`src/nvc_pkg.sv`:
```
// package: constants and types for the nonvolatile memory host controller
package nvc_pkg;

	localparam int unsigned CLK_PERIOD_NS = 100;

	// timing figures in their own units
	localparam int unsigned SAVE_REQUEST_PULSE_MIN_NS = 15;
	localparam int unsigned SAVE_BUSY_LATENCY_NS      = 300;
	localparam int unsigned CYCLE_FINISH_ALLOWANCE_US = 1;
	localparam int unsigned INHIBIT_RELEASE_TIME_NS   = 700;
	localparam int unsigned NV_SAVE_DURATION_MS       = 10;
	localparam int unsigned RESTORE_DURATION_US       = 20;

	// derived cycle counts: least times round up, longest round down
	localparam int unsigned SAVE_PULSE_CYC =
		(SAVE_REQUEST_PULSE_MIN_NS + CLK_PERIOD_NS - 1) / CLK_PERIOD_NS;
	localparam int unsigned BUSY_LAT_CYC =
		SAVE_BUSY_LATENCY_NS / CLK_PERIOD_NS;
	localparam int unsigned RECOVER_CYC =
		INHIBIT_RELEASE_TIME_NS / CLK_PERIOD_NS;
	localparam int unsigned ALLOWANCE_CYC =
		(CYCLE_FINISH_ALLOWANCE_US * 1000 + CLK_PERIOD_NS - 1) / CLK_PERIOD_NS;
	localparam int unsigned SAVE_CYC =
		(NV_SAVE_DURATION_MS * 1000000) / CLK_PERIOD_NS;
	localparam int unsigned RESTORE_CYC =
		(RESTORE_DURATION_US * 1000) / CLK_PERIOD_NS;

	// access strobe timing, cycles of sys_clk
	localparam logic [3:0] ACC_SETUP_CYC  = 4'h1;
	localparam logic [3:0] ACC_STROBE_CYC = 4'h2;

	localparam int unsigned ADDR_W  = 13;
	localparam int unsigned DATA_W  = 8;
	localparam int unsigned CNT_W   = 20;

	// software save/restore key sequence
	localparam logic [12:0] KEY0       = 13'h0000;
	localparam logic [12:0] KEY1       = 13'h1555;
	localparam logic [12:0] KEY2       = 13'h0aaa;
	localparam logic [12:0] KEY3       = 13'h1fff;
	localparam logic [12:0] KEY4       = 13'h10f0;
	localparam logic [12:0] KEY_SAVE   = 13'h0f0f;
	localparam logic [12:0] KEY_RESTORE = 13'h0f0e;

	typedef enum logic [1:0] {
		NVC_OP_READ    = 2'b00,
		NVC_OP_WRITE   = 2'b01,
		NVC_OP_SW_SAVE = 2'b10,
		NVC_OP_SW_REST = 2'b11
	} nvc_op_t;

	// a request from the user side
	typedef struct packed {
		nvc_op_t           op;
		logic [12:0]       addr;
		logic [7:0]        wdata;
	} nvc_req_t;

	// memory pins driven by the controller (strobes active low)
	typedef struct packed {
		logic        chip_sel_n;
		logic        write_n;
		logic        out_en_n;
		logic [12:0] byte_addr;
	} nvc_pins_t;

endpackage : nvc_pkg
```
`src/nvc_host.sv`:
```
// file: host-side controller for a battery-free nonvolatile static memory
// Operation
// - keep write and save lines high on reads
// - save line high on writes; address stable
// - write strobe high through key sequence
// - hold save request low 15 ns minimum
// - key addresses for save and restore
`timescale 1ns/1ps
module nvc_host #(
	parameter int unsigned SAVE_WAIT    = nvc_pkg::SAVE_CYC,
	parameter int unsigned RESTORE_WAIT = nvc_pkg::RESTORE_CYC
) (
	input  wire logic              sys_clk,
	input  wire logic              sys_rst,
	input  wire logic              req_valid,
	input  wire nvc_pkg::nvc_req_t req,
	input  wire logic              hw_save_req,
	output logic                   req_ready,
	output logic                   rsp_valid,
	output logic [7:0]             rsp_rdata,
	output logic                   nv_busy,
	output nvc_pkg::nvc_pins_t     pins,
	input  wire logic [7:0]        data_i,
	output logic [7:0]             data_o,
	output logic                   data_oe,
	input  wire logic              hw_save_busy_n_i,
	output logic                   hw_save_busy_n_o,
	output logic                   hw_save_busy_n_oe
);

	// ======================================================================
	// types and state
	typedef enum logic [2:0] {
		NVC_IDLE   = 3'b000,
		NVC_SETUP  = 3'b001,
		NVC_STROBE = 3'b010,
		NVC_END    = 3'b011,
		NVC_NVWAIT = 3'b100,
		NVC_HWPULL = 3'b101,
		NVC_HWWAIT = 3'b110,
		NVC_RECOV  = 3'b111
	} nvc_state_t;

	nvc_state_t        state;
	nvc_pkg::nvc_req_t cur;
	logic [2:0]        key_idx;
	logic [3:0]        phase;
	logic [nvc_pkg::CNT_W-1:0] wait_cnt;
	logic              busy_s1;
	logic              busy_s2;

	// address of the n-th key read for the chosen operation
	function automatic logic [12:0] nvc_key(input logic [2:0] idx,
		input logic restore);
		case (idx)
			3'd0: nvc_key = nvc_pkg::KEY0;
			3'd1: nvc_key = nvc_pkg::KEY1;
			3'd2: nvc_key = nvc_pkg::KEY2;
			3'd3: nvc_key = nvc_pkg::KEY3;
			3'd4: nvc_key = nvc_pkg::KEY4;
			default: nvc_key = restore ? nvc_pkg::KEY_RESTORE
				: nvc_pkg::KEY_SAVE;
		endcase
	endfunction : nvc_key

	function automatic logic nvc_is_key(input nvc_pkg::nvc_op_t op);
		nvc_is_key = (op == nvc_pkg::NVC_OP_SW_SAVE) ||
			(op == nvc_pkg::NVC_OP_SW_REST);
	endfunction : nvc_is_key

	// ======================================================================
	// shared busy pin synchroniser; it comes from outside the clock domain
	always_ff @(posedge sys_clk) begin
		if (sys_rst) begin
			busy_s1 <= 1'b1;
			busy_s2 <= 1'b1;
		end else begin
			busy_s1 <= hw_save_busy_n_i;
			busy_s2 <= busy_s1;
		end
	end

	// ======================================================================
	// main sequencer; the key sequence runs as six reads with nothing
	// interleaved, since any foreign access would abort it in the device
	always_ff @(posedge sys_clk) begin
		if (sys_rst) begin
			state    <= NVC_IDLE;
			cur      <= '0;
			key_idx  <= 3'd0;
			phase    <= 4'h0;
			wait_cnt <= '0;
		end else begin
			case (state)
				NVC_IDLE: begin
					key_idx <= 3'd0;
					phase   <= 4'h0;
					if (hw_save_req) begin
						state    <= NVC_HWPULL; // save line only while idle
						wait_cnt <= '0;
					end else if (!busy_s2) begin
						state    <= NVC_HWWAIT; // another party saves
					end else if (req_valid) begin
						cur   <= req;
						state <= NVC_SETUP;
					end
				end
				NVC_SETUP: begin
					// address loads on the edge that lowers select; write strobe stays high
					phase <= phase + 4'h1;
					if (phase + 4'h1 >= nvc_pkg::ACC_SETUP_CYC) begin
						phase <= 4'h0;
						state <= NVC_STROBE;
					end
				end
				NVC_STROBE: begin
					phase <= phase + 4'h1;
					if (phase + 4'h1 >= nvc_pkg::ACC_STROBE_CYC) begin
						phase <= 4'h0;
						state <= NVC_END;
					end
				end
				NVC_END: begin
					if (nvc_is_key(cur.op) && key_idx != 3'd5) begin
						key_idx <= key_idx + 3'd1;
						state   <= NVC_SETUP;
					end else if (nvc_is_key(cur.op)) begin
						wait_cnt <= '0;
						state    <= NVC_NVWAIT;
					end else begin
						state <= NVC_IDLE;
					end
				end
				NVC_NVWAIT: begin
					// device is deaf until the cycle ends
					wait_cnt <= wait_cnt + 1'b1;
					if (cur.op == nvc_pkg::NVC_OP_SW_REST ?
						wait_cnt + 1'b1 >= nvc_pkg::CNT_W'(RESTORE_WAIT) :
						wait_cnt + 1'b1 >= nvc_pkg::CNT_W'(SAVE_WAIT))
						state <= NVC_IDLE;
				end
				NVC_HWPULL: begin
					// hold low a fixed count: pulse minimum plus busy latency plus two cycles
					wait_cnt <= wait_cnt + 1'b1;
					if (wait_cnt + 1'b1 >= nvc_pkg::CNT_W'(
						nvc_pkg::SAVE_PULSE_CYC + nvc_pkg::BUSY_LAT_CYC + 2))
						state <= NVC_HWWAIT;
				end
				NVC_HWWAIT: begin
					wait_cnt <= '0;
					if (busy_s2)
						state <= NVC_RECOV; // save done or skipped
				end
				NVC_RECOV: begin
					// inhibit lifts after the line rises
					wait_cnt <= wait_cnt + 1'b1;
					if (wait_cnt + 1'b1 >= nvc_pkg::CNT_W'(nvc_pkg::RECOVER_CYC))
						state <= NVC_IDLE;
				end
				default: state <= NVC_IDLE;
			endcase
		end
	end

	// ======================================================================
	// memory pins; output enable low on all reads, key reads too, since a key read starts
	// its nonvolatile cycle whatever it shows
	always_ff @(posedge sys_clk) begin
		if (sys_rst) begin
			pins    <= '{chip_sel_n: 1'b1, write_n: 1'b1, out_en_n: 1'b1,
				byte_addr: '0};
			data_o  <= 8'h00;
			data_oe <= 1'b0;
		end else begin
			pins.chip_sel_n <= !((state == NVC_SETUP &&
				phase + 4'h1 >= nvc_pkg::ACC_SETUP_CYC) ||
				(state == NVC_STROBE &&
				phase + 4'h1 < nvc_pkg::ACC_STROBE_CYC));
			// write strobe never low on key reads or when select opens with
			// it, so the data bus is never left floating by mistake
			pins.write_n <= !(cur.op == nvc_pkg::NVC_OP_WRITE &&
				state == NVC_STROBE &&
				phase + 4'h1 < nvc_pkg::ACC_STROBE_CYC);
			pins.out_en_n <= !(cur.op != nvc_pkg::NVC_OP_WRITE &&
				(state == NVC_SETUP || state == NVC_STROBE));
			if (state == NVC_SETUP)
				pins.byte_addr <= nvc_is_key(cur.op) ?
					nvc_key(key_idx, cur.op == nvc_pkg::NVC_OP_SW_REST) :
					cur.addr;
			data_o  <= cur.wdata;
			data_oe <= cur.op == nvc_pkg::NVC_OP_WRITE &&
				(state == NVC_SETUP || state == NVC_STROBE);
		end
	end

	// ======================================================================
	// shared save line: open drain, only pulled low
	always_ff @(posedge sys_clk) begin
		if (sys_rst) begin
			hw_save_busy_n_o  <= 1'b1;
			hw_save_busy_n_oe <= 1'b0;
		end else begin
			hw_save_busy_n_o  <= 1'b0;
			hw_save_busy_n_oe <= (state == NVC_IDLE && hw_save_req) ||
				(state == NVC_HWPULL && wait_cnt + 1'b1 < nvc_pkg::CNT_W'(
				nvc_pkg::SAVE_PULSE_CYC + nvc_pkg::BUSY_LAT_CYC + 2));
		end
	end

	// ======================================================================
	// user-side answers
	always_ff @(posedge sys_clk) begin
		if (sys_rst) begin
			req_ready <= 1'b0;
			rsp_valid <= 1'b0;
			rsp_rdata <= 8'h00;
			nv_busy   <= 1'b0;
		end else begin
			req_ready <= state == NVC_IDLE && !hw_save_req && busy_s2 &&
				!req_valid;
			rsp_valid <= state == NVC_END &&
				(!nvc_is_key(cur.op) || key_idx == 3'd5);
			if (state == NVC_STROBE && cur.op == nvc_pkg::NVC_OP_READ)
				rsp_rdata <= data_i;
			nv_busy <= state == NVC_NVWAIT || state == NVC_HWPULL ||
				state == NVC_HWWAIT || state == NVC_RECOV;
		end
	end

	// ======================================================================
	// checks
	write_off_read_a: assert property (@(posedge sys_clk) disable iff (sys_rst)
		!pins.out_en_n |-> pins.write_n && !hw_save_busy_n_oe)
		else $error("write or save asserted during read");
	write_key_a: assert property (@(posedge sys_clk) disable iff (sys_rst)
		nvc_is_key(cur.op) && state != NVC_IDLE |-> pins.write_n)
		else $error("write strobe low in key sequence");
	save_pulse_a: assert property (@(posedge sys_clk) disable iff (sys_rst)
		$rose(hw_save_busy_n_oe) |-> hw_save_busy_n_oe[*4])
		else $error("save request too short");
	addr_stable_a: assert property (@(posedge sys_clk) disable iff (sys_rst)
		!pins.chip_sel_n && !pins.write_n |=> $stable(pins.byte_addr)
		|| pins.chip_sel_n || pins.write_n)
		else $error("address moved during write");
	key_first_a: assert property (@(posedge sys_clk) disable iff (sys_rst)
		state == NVC_STROBE && nvc_is_key(cur.op) && key_idx == 3'd0
		|-> pins.byte_addr == nvc_pkg::KEY0)
		else $error("key sequence start address wrong");
	recov_len_a: assert property (@(posedge sys_clk) disable iff (sys_rst)
		$rose(state == NVC_RECOV) |-> (state == NVC_RECOV)[*7]
		##1 state == NVC_IDLE)
		else $error("recovery wait wrong length");
	no_access_busy_a: assert property (@(posedge sys_clk)
		disable iff (sys_rst) nv_busy |-> pins.chip_sel_n)
		else $error("access while nonvolatile cycle runs");
	rsp_after_write_a: assert property (@(posedge sys_clk)
		disable iff (sys_rst) !pins.write_n |-> ##[1:3] rsp_valid)
		else $error("write not answered");
	sw_save_c: cover property (@(posedge sys_clk) disable iff (sys_rst)
		state == NVC_NVWAIT && cur.op == nvc_pkg::NVC_OP_SW_SAVE);
	sw_rest_c: cover property (@(posedge sys_clk) disable iff (sys_rst)
		state == NVC_NVWAIT && cur.op == nvc_pkg::NVC_OP_SW_REST);
	hw_save_c: cover property (@(posedge sys_clk) disable iff (sys_rst)
		state == NVC_RECOV);

endmodule : nvc_host

```
`config.mk`:
```
export PLATFORM = sky130hd
export DESIGN_NAME = nvc_host
export DESIGN_NICKNAME = d
export VERILOG_FILES = /design/src/nvc_pkg.sv /design/src/nvc_host.sv
export SDC_FILE = /design/constraint.sdc
export NUM_CORES = 1
export LEC_CHECK = 0
export BUFFER_PORTS_ARGS = -buffer_cell sky130_fd_sc_hd__buf_2
export CORE_AREA = 2 2 98 100
export CTS_CLUSTER_DIAMETER = 30
export DETAILED_ROUTE_END_ITERATION = 10
export DIE_AREA = 0 0 100 102
export GPL_ROUTABILITY_DRIVEN = 0
export PLACE_DENSITY = 0.74
export SLEW_MARGIN = 20
export SYNTH_ARGS = -nofsm -noshare
export SYNTH_HDL_FRONTEND = slang
export SYNTH_SLANG_ARGS = --single-unit
```
`constraint.sdc`:
```
create_clock -name sys_clk -period 2.27 [get_ports sys_clk]
set_clock_uncertainty 0.1 [all_clocks]
set_input_delay 0.1135 -clock sys_clk [delete_from_list [all_inputs] [get_ports sys_clk]]
set_output_delay 0.1135 -clock sys_clk [all_outputs]
set_load 0.01 [all_outputs]
```
After elaboration in Yosys (flattened, before gate mapping)
Cells that the tools add are included.

Bits in registers: 93. Input port bits: 36. Output and inout bits: 38. Logic and storage cells: 126.

Add/subtract/negate cells: 3. Order comparisons: 8. Equality and inequality tests: 28. Multiplexer cells: 26. Bitwise operators: 1. Reduce and logical (&&, ||, !) cells: 39.

Operators by type and width (count): 20-bit one-hot mux with 4 select lines (1); 13-bit one-hot mux with 5 select lines (1); 20-bit two-way mux (3); 20-bit by 3-bit >= comparator with 1-bit output (second input constant) (2); 3-bit two-way mux (12); 3-bit one-hot mux with 8 select lines (1); 20-bit by 1-bit adder with 20-bit output (second input constant) (1); 20-bit by 17-bit >= comparator with 1-bit output (second input constant) (1); 20-bit by 8-bit >= comparator with 1-bit output (second input constant) (1); 20-bit by 3-bit less-than comparator with 1-bit output (second input constant) (1); 3-bit equality test (second input constant) (6); 2-bit != test (second input constant) (9); 1-bit logical AND (14); 13-bit two-way mux (1); 3-bit by 2-bit equality test with 1-bit output (second input constant) (4); 4-bit one-hot mux with 3 select lines (1); 1-bit logical OR (8); 4-bit two-way mux (2); 4-bit AND reduction (2); 7-bit AND reduction (1); 3-bit by 1-bit equality test with 1-bit output (second input constant) (2); 1-bit logical NOT (6); 3-bit logical NOT (2); 3-bit one-hot mux with 2 select lines (1); 18 further kinds (22).

Depth between registers and ports, before layout
Depth after elaboration: 5. Gate-level depth with buffers: 10. Mapped depth without buffers: 9.

Worst setup path before layout
OpenSTA, ideal clock, no wires.

Path kind: flip-flop to flip-flop. From: reg wait_cnt[0] in the netlist's numbering. To: reg state[2]. Library setup time: 0.091 ns. Data arrival time: 2.307 ns. Required time: 2.079 ns. Setup slack: -0.228 ns. Cell stages (with the launch flop): 11. Path buffers: 1. Clock period less this slack: 2.498 ns. Cell sequence: dfxtp_1 -> ha_1 -> buf_2 -> inv_1 -> nor4_2 -> nand2_1 -> xnor2_1 -> nor4_4 -> o31a_1 -> o2111ai_1 -> a311oi_1.

Cells in the longest elaborated chain, start to end: 5. Elaborated cells on any way between the ends: 10. Classes of those cells: 1 x add/sub; 4 x order compare; 3 x eq/ne; 1 x mux; 1 x reduce/logical.

RTL lines: from (decl) (line nvc_host.sv:48) `logic [nvc_pkg::CNT_W-1:0] wait_cnt;`; from (signal assigned) (line nvc_host.sv:136) `wait_cnt <= wait_cnt + 1'b1;`; from (signal assigned) (line nvc_host.sv:144) `wait_cnt <= wait_cnt + 1'b1;`; from (signal assigned) (line nvc_host.sv:156) `wait_cnt <= wait_cnt + 1'b1;`; 20-bit by 1-bit adder with 20-bit output *; 20-bit by 17-bit >= comparator with 1-bit output or 20-bit by 8-bit >= comparator with 1-bit output (tied branches) (line nvc_host.sv:139, nvc_host.sv:138); 1-bit two-way mux (line nvc_host.sv:137) `if (cur.op == nvc_pkg::NVC_OP_SW_REST ?`; 2-bit != test (no source line); 7-bit AND reduction (no source line) *; to (signal assigned) (line nvc_host.sv:140) `state <= NVC_IDLE;`; to (signal assigned) (line nvc_host.sv:147) `state <= NVC_HWWAIT;`; to (signal assigned) (line nvc_host.sv:152) `state <= NVC_RECOV;`; to (decl) (line nvc_host.sv:44) `nvc_state_t state;`.

Every way passes the cells marked *; elsewhere a longest branch is shown, timed or not. A chain may end at the register's enable or synchronous reset.

Worst setup path after layout
From: reg wait_cnt[4] in the netlist's numbering. To: reg state[0].

The elaborated chain is that of the path after synthesis.

==> flow_metrics.py <==
metrics = {
    "run_status": {
        "run_status": "complete, but fails checks",
        "violations_in_the_final_reports": "negative setup slack",
    },
    "global_routing": {
        "antenna_found_initial": 0,
        "grt_max_degree": 48,
        "grt_remaining_overflow": 0,
        "grt_use_total": 0.232,
        "first_global_vias": 4170,
        "grt_pass1_wl_um": 19300,
    },
    "setup_path": {
        "timing.critical_path.to_type": "flip-flop",
        "critical_path_class": "flip-flop to flip-flop",
        "crit_required_ns": 2.42,
        "crit_slowest_cell": "sky130_fd_sc_hd__dfxtp_2",
        "category_of_the_worst_setup_path_launch_point": "flip-flop",
        "path_cells": "nand4_4 -> buf_4 -> or3_1 -> and3_1 -> o22ai_2 -> nor4_4 -> buf_4 -> a311oi_4 -> mux2i_1 -> nor2_1",
        "critPathArrivalTime_ns": 2.62,
        "critical_path.most_common_cell": "sky130_fd_sc_hd__buf_4",
        "slowest_delay_ns": 0.36,
        "worst-path-max-fanout": 7,
    },
    "timing": {
        "hold-worst-slack_ns": 0.0440,
        "post_route_worst_setup_slack_ns": -0.196,
        "setup_viol": 4,
        "worst_pin_slew_ns": 0.835,
        "min_period_ns": 2.47,
        "drv_slew": 0,
        "rsz0062_at_grt": "yes",
        "max_slew_margin": 0.443,
        "max_freq_ghz": 0.406,
        "final_total_negative_setup_slack_ns": -0.415,
        "hold_violations": 0,
        "period_share": 1.09,
    },
    "synthesis": {
        "synth.ff_latch_count": 93,
        "netlist_instances": 553,
        "yosys_warnings": 0,
        "syn_area_mm2": 0.00452,
        "synth-edff-count": 0,
        "syn-mean-instance-area_um2": 8.17,
        "seq_area_frac_synth": 0.412,
        "async_flop_share": 0,
        "synth.net_count": 599,
        "synth.lib_cells_used.distinct": 60,
        "synth_top_flop_cell": "sky130_fd_sc_hd__dfxtp_1",
    },
    "floorplanning": {
        "chipHeight_um": 102,
        "die-area_mm2": 0.0102,
        "die_w_um": 100,
        "start_util": 0.496,
        "row_count": 35,
        "core_region_area_mm2": 0.00911,
        "i_o_pin_total": 74,
    },
    "routing": {
        "drt_iter0_drc": 246,
        "avg_vias_per_cell": 5.57,
        "detail_route.wirelength_um": 11700,
        "drt_first_pass_iters": 5,
        "antenna_violating_nets_post_route": 0,
        "route.detailed.wl_per_inst_um": 14.5,
        "detail_route.drc_violations": 0,
        "routed-via-count": 4510,
    },
    "layout": {
        "layout.cell_area.non_filler_mm2": 0.00594,
        "diodes": 0,
        "drive_gt1_frac": 0.269,
        "final_net_count": 740,
        "finalCoreUtilization": 0.652,
        "syn_to_final_growth_pct": 31.5,
    },
    "place": {
        "placed_area_mm2": 0.00534,
        "number_of_port_buffers": 73,
        "detailed_place_hpwl_um": 7860,
    },
    "power_and_ir_drop": {
        "power.leakage_nw": 2.43,
        "ir_drop_mv": 0.450,
        "power_w": 0.00479,
        "power.density_cell_area_mw_per_mm2": 806,
    },
    "clock_network": {
        "cts.root.buffer_cell": "sky130_fd_sc_hd__clkbuf_8",
        "latest_clock_arrival_within_the_worst_skew_pair_ns": 0.37,
        "cts-htree-levels": 3,
        "clockBufferDepth": 2,
        "clock-sinks": 93,
        "clock_tree_from_tritoncts": "built",
        "cts_buffers": 9,
        "clkTransAtPathRegs_ns": 0.10,
    },
    "job": {
        "timing.max_cap.violations": 0,
    },
    "worst_hold_path": {
        "hp-class": "input port to flip-flop",
    },
}
[worst max-delay path: cells and delay by family, from the launching register on]
family | cells | cell delay (ns)
AND/OR/NAND/NOR | 5 | 0.85
AO/OA/AOI/OAI | 2 | 0.45
flip-flops | 1 | 0.36
buffers and inverters | 2 | 0.34
multiplexers | 1 | 0.24
[path summary, 6_finish.rpt]
kind,from,end,slack [ns],depth (start not counted)
setup / recovery,wait_cnt[4]$_SDFFE_PP0P_,state[0]$_SDFFE_PP0P_,-0.20,10
hold reg to reg,busy_s1$_SDFF_PP1_,busy_s2$_SDFF_PP1_,0.32,1
setup reg to reg,wait_cnt[4]$_SDFFE_PP0P_,state[0]$_SDFFE_PP0P_,-0.20,10
hold / removal,hw_save_req,req_ready$_SDFF_PP0_,0.04,4
[cell families after synthesis]
family / after synthesis / synth area share
adders and majority gates: 10 / 0.0277
AOI/OAI and AO/OA: 136 / 0.192
muxes: 9 / 0.0200
xor gates and xnor gates: 8 / 0.0172
and+or+nand+nor: 248 / 0.288
buffers and inverters: 49 / 0.0427
DFF: 93 / 0.412
[synthesized netlist by cell type (all sizes together), types with 3 or more instances]
| cell | instances | share of area |
|---|---|---|
| o2111ai | 3 | 0.0058 |
| a21oi | 55 | 0.061 |
| a22oi | 4 | 0.0067 |
| nand2 | 81 | 0.069 |
| or4 | 3 | 0.0050 |
| nor3 | 10 | 0.011 |
| or3 | 8 | 0.011 |
| o22ai | 3 | 0.0069 |
| and3 | 7 | 0.011 |
| nand3 | 9 | 0.010 |
| dfxtp | 93 | 0.41 |
| xnor2 | 4 | 0.0094 |
| a311oi | 7 | 0.015 |
| a211oi | 18 | 0.031 |
| nand4 | 4 | 0.012 |
| clkbuf | 29 | 0.024 |
| inv | 13 | 0.011 |
| a31oi | 9 | 0.012 |
| nor4 | 11 | 0.026 |
| nor3b | 3 | 0.0050 |
| buf | 7 | 0.0075 |
| nor2b | 10 | 0.014 |
| nor2 | 68 | 0.057 |
| o211ai | 4 | 0.0067 |
| ha | 10 | 0.028 |
| and4 | 4 | 0.0083 |
| mux2i | 9 | 0.020 |
| xor2 | 4 | 0.0078 |
| nand2b | 17 | 0.024 |
| and2 | 6 | 0.0083 |
| o21ai | 20 | 0.022 |
[cell type report]
type	instances	area, um2
Tap cell	111	139
Sequential cell	93	1870
Clock inverter	7	68.8
Multi-Input combinational cell	411	2510
Timing Repair Buffer	166	1170
Inverter	13	48.8
Clock buffer	9	124
Fill cell	738	3170
[cells in the final DEF, fill, tap and decap left out, types with 3 or more instances in the layout]
cell type,instances
sky130_fd_sc_hd__a211oi_1,16
sky130_fd_sc_hd__a21oi_1,55
sky130_fd_sc_hd__a22oi_1,4
sky130_fd_sc_hd__a311oi_1,6
sky130_fd_sc_hd__a31oi_1,8
sky130_fd_sc_hd__and2_1,5
sky130_fd_sc_hd__and3_1,4
sky130_fd_sc_hd__buf_2,73
sky130_fd_sc_hd__buf_4,58
sky130_fd_sc_hd__clkbuf_8,9
sky130_fd_sc_hd__dfxtp_1,85
sky130_fd_sc_hd__dfxtp_2,8
sky130_fd_sc_hd__dlygate4sd3_1,33
sky130_fd_sc_hd__ha_1,9
sky130_fd_sc_hd__inv_1,12
sky130_fd_sc_hd__mux2i_1,9
sky130_fd_sc_hd__nand2_1,80
sky130_fd_sc_hd__nand2b_1,17
sky130_fd_sc_hd__nand3_1,9
sky130_fd_sc_hd__nor2_1,67
sky130_fd_sc_hd__nor2b_1,10
sky130_fd_sc_hd__nor3_1,10
sky130_fd_sc_hd__nor3b_1,3
sky130_fd_sc_hd__nor4_1,6
sky130_fd_sc_hd__nor4_2,3
sky130_fd_sc_hd__o2111ai_1,3
sky130_fd_sc_hd__o211ai_1,4
sky130_fd_sc_hd__o21ai_0,20
sky130_fd_sc_hd__or3_1,7
sky130_fd_sc_hd__or4_1,3
sky130_fd_sc_hd__xnor2_1,3
sky130_fd_sc_hd__xor2_1,4
[metal layers]
layer,part of all wire,routed length (um),up-vias,GRT usage
li1,-,-,2231,-
met1,0.45,5280,2138,0.301
met2,0.49,5740,126,0.398
met3,0.045,523,15,0.0376
met4,0.015,179,0,0.0790
met5,0,0,-,0
[report_power, final]
part / switching, W / total, W / internal [W]
logic: 0.00100 / 0.00173 / 0.000731
registers: 0.000134 / 0.00197 / 0.00184
clock network: 0.000656 / 0.00108 / 0.000427
[repair_timing]
item / 4_1_cts / 5_1_grt
endpoints found under the setup margin: 3 / 5
hold buffers: 33 / 0
setup buffers: 2 / 2
pin swaps: 3 / 6
resized for setup: 2 / 7
endpoints found under the hold margin: 33 / 0
[sequential cells by signal, summed over array words and instances (netlist names), 3 cells and up]
register and count:
wait_cnt 20, state 3, rsp_rdata 8, key_idx 3
data_o 8, cur 23, pins 16, phase 4
[metrics by stage]
stage,setup slack [ns],cells
finish,-0.196,810
global route,-0.271,810
CTS,-0.140,808
detailed placement,-0.0800,757
global placement,0.00589,757
floorplan,-0.0217,553
Note: power is estimated with default switching activity, not from simulation.
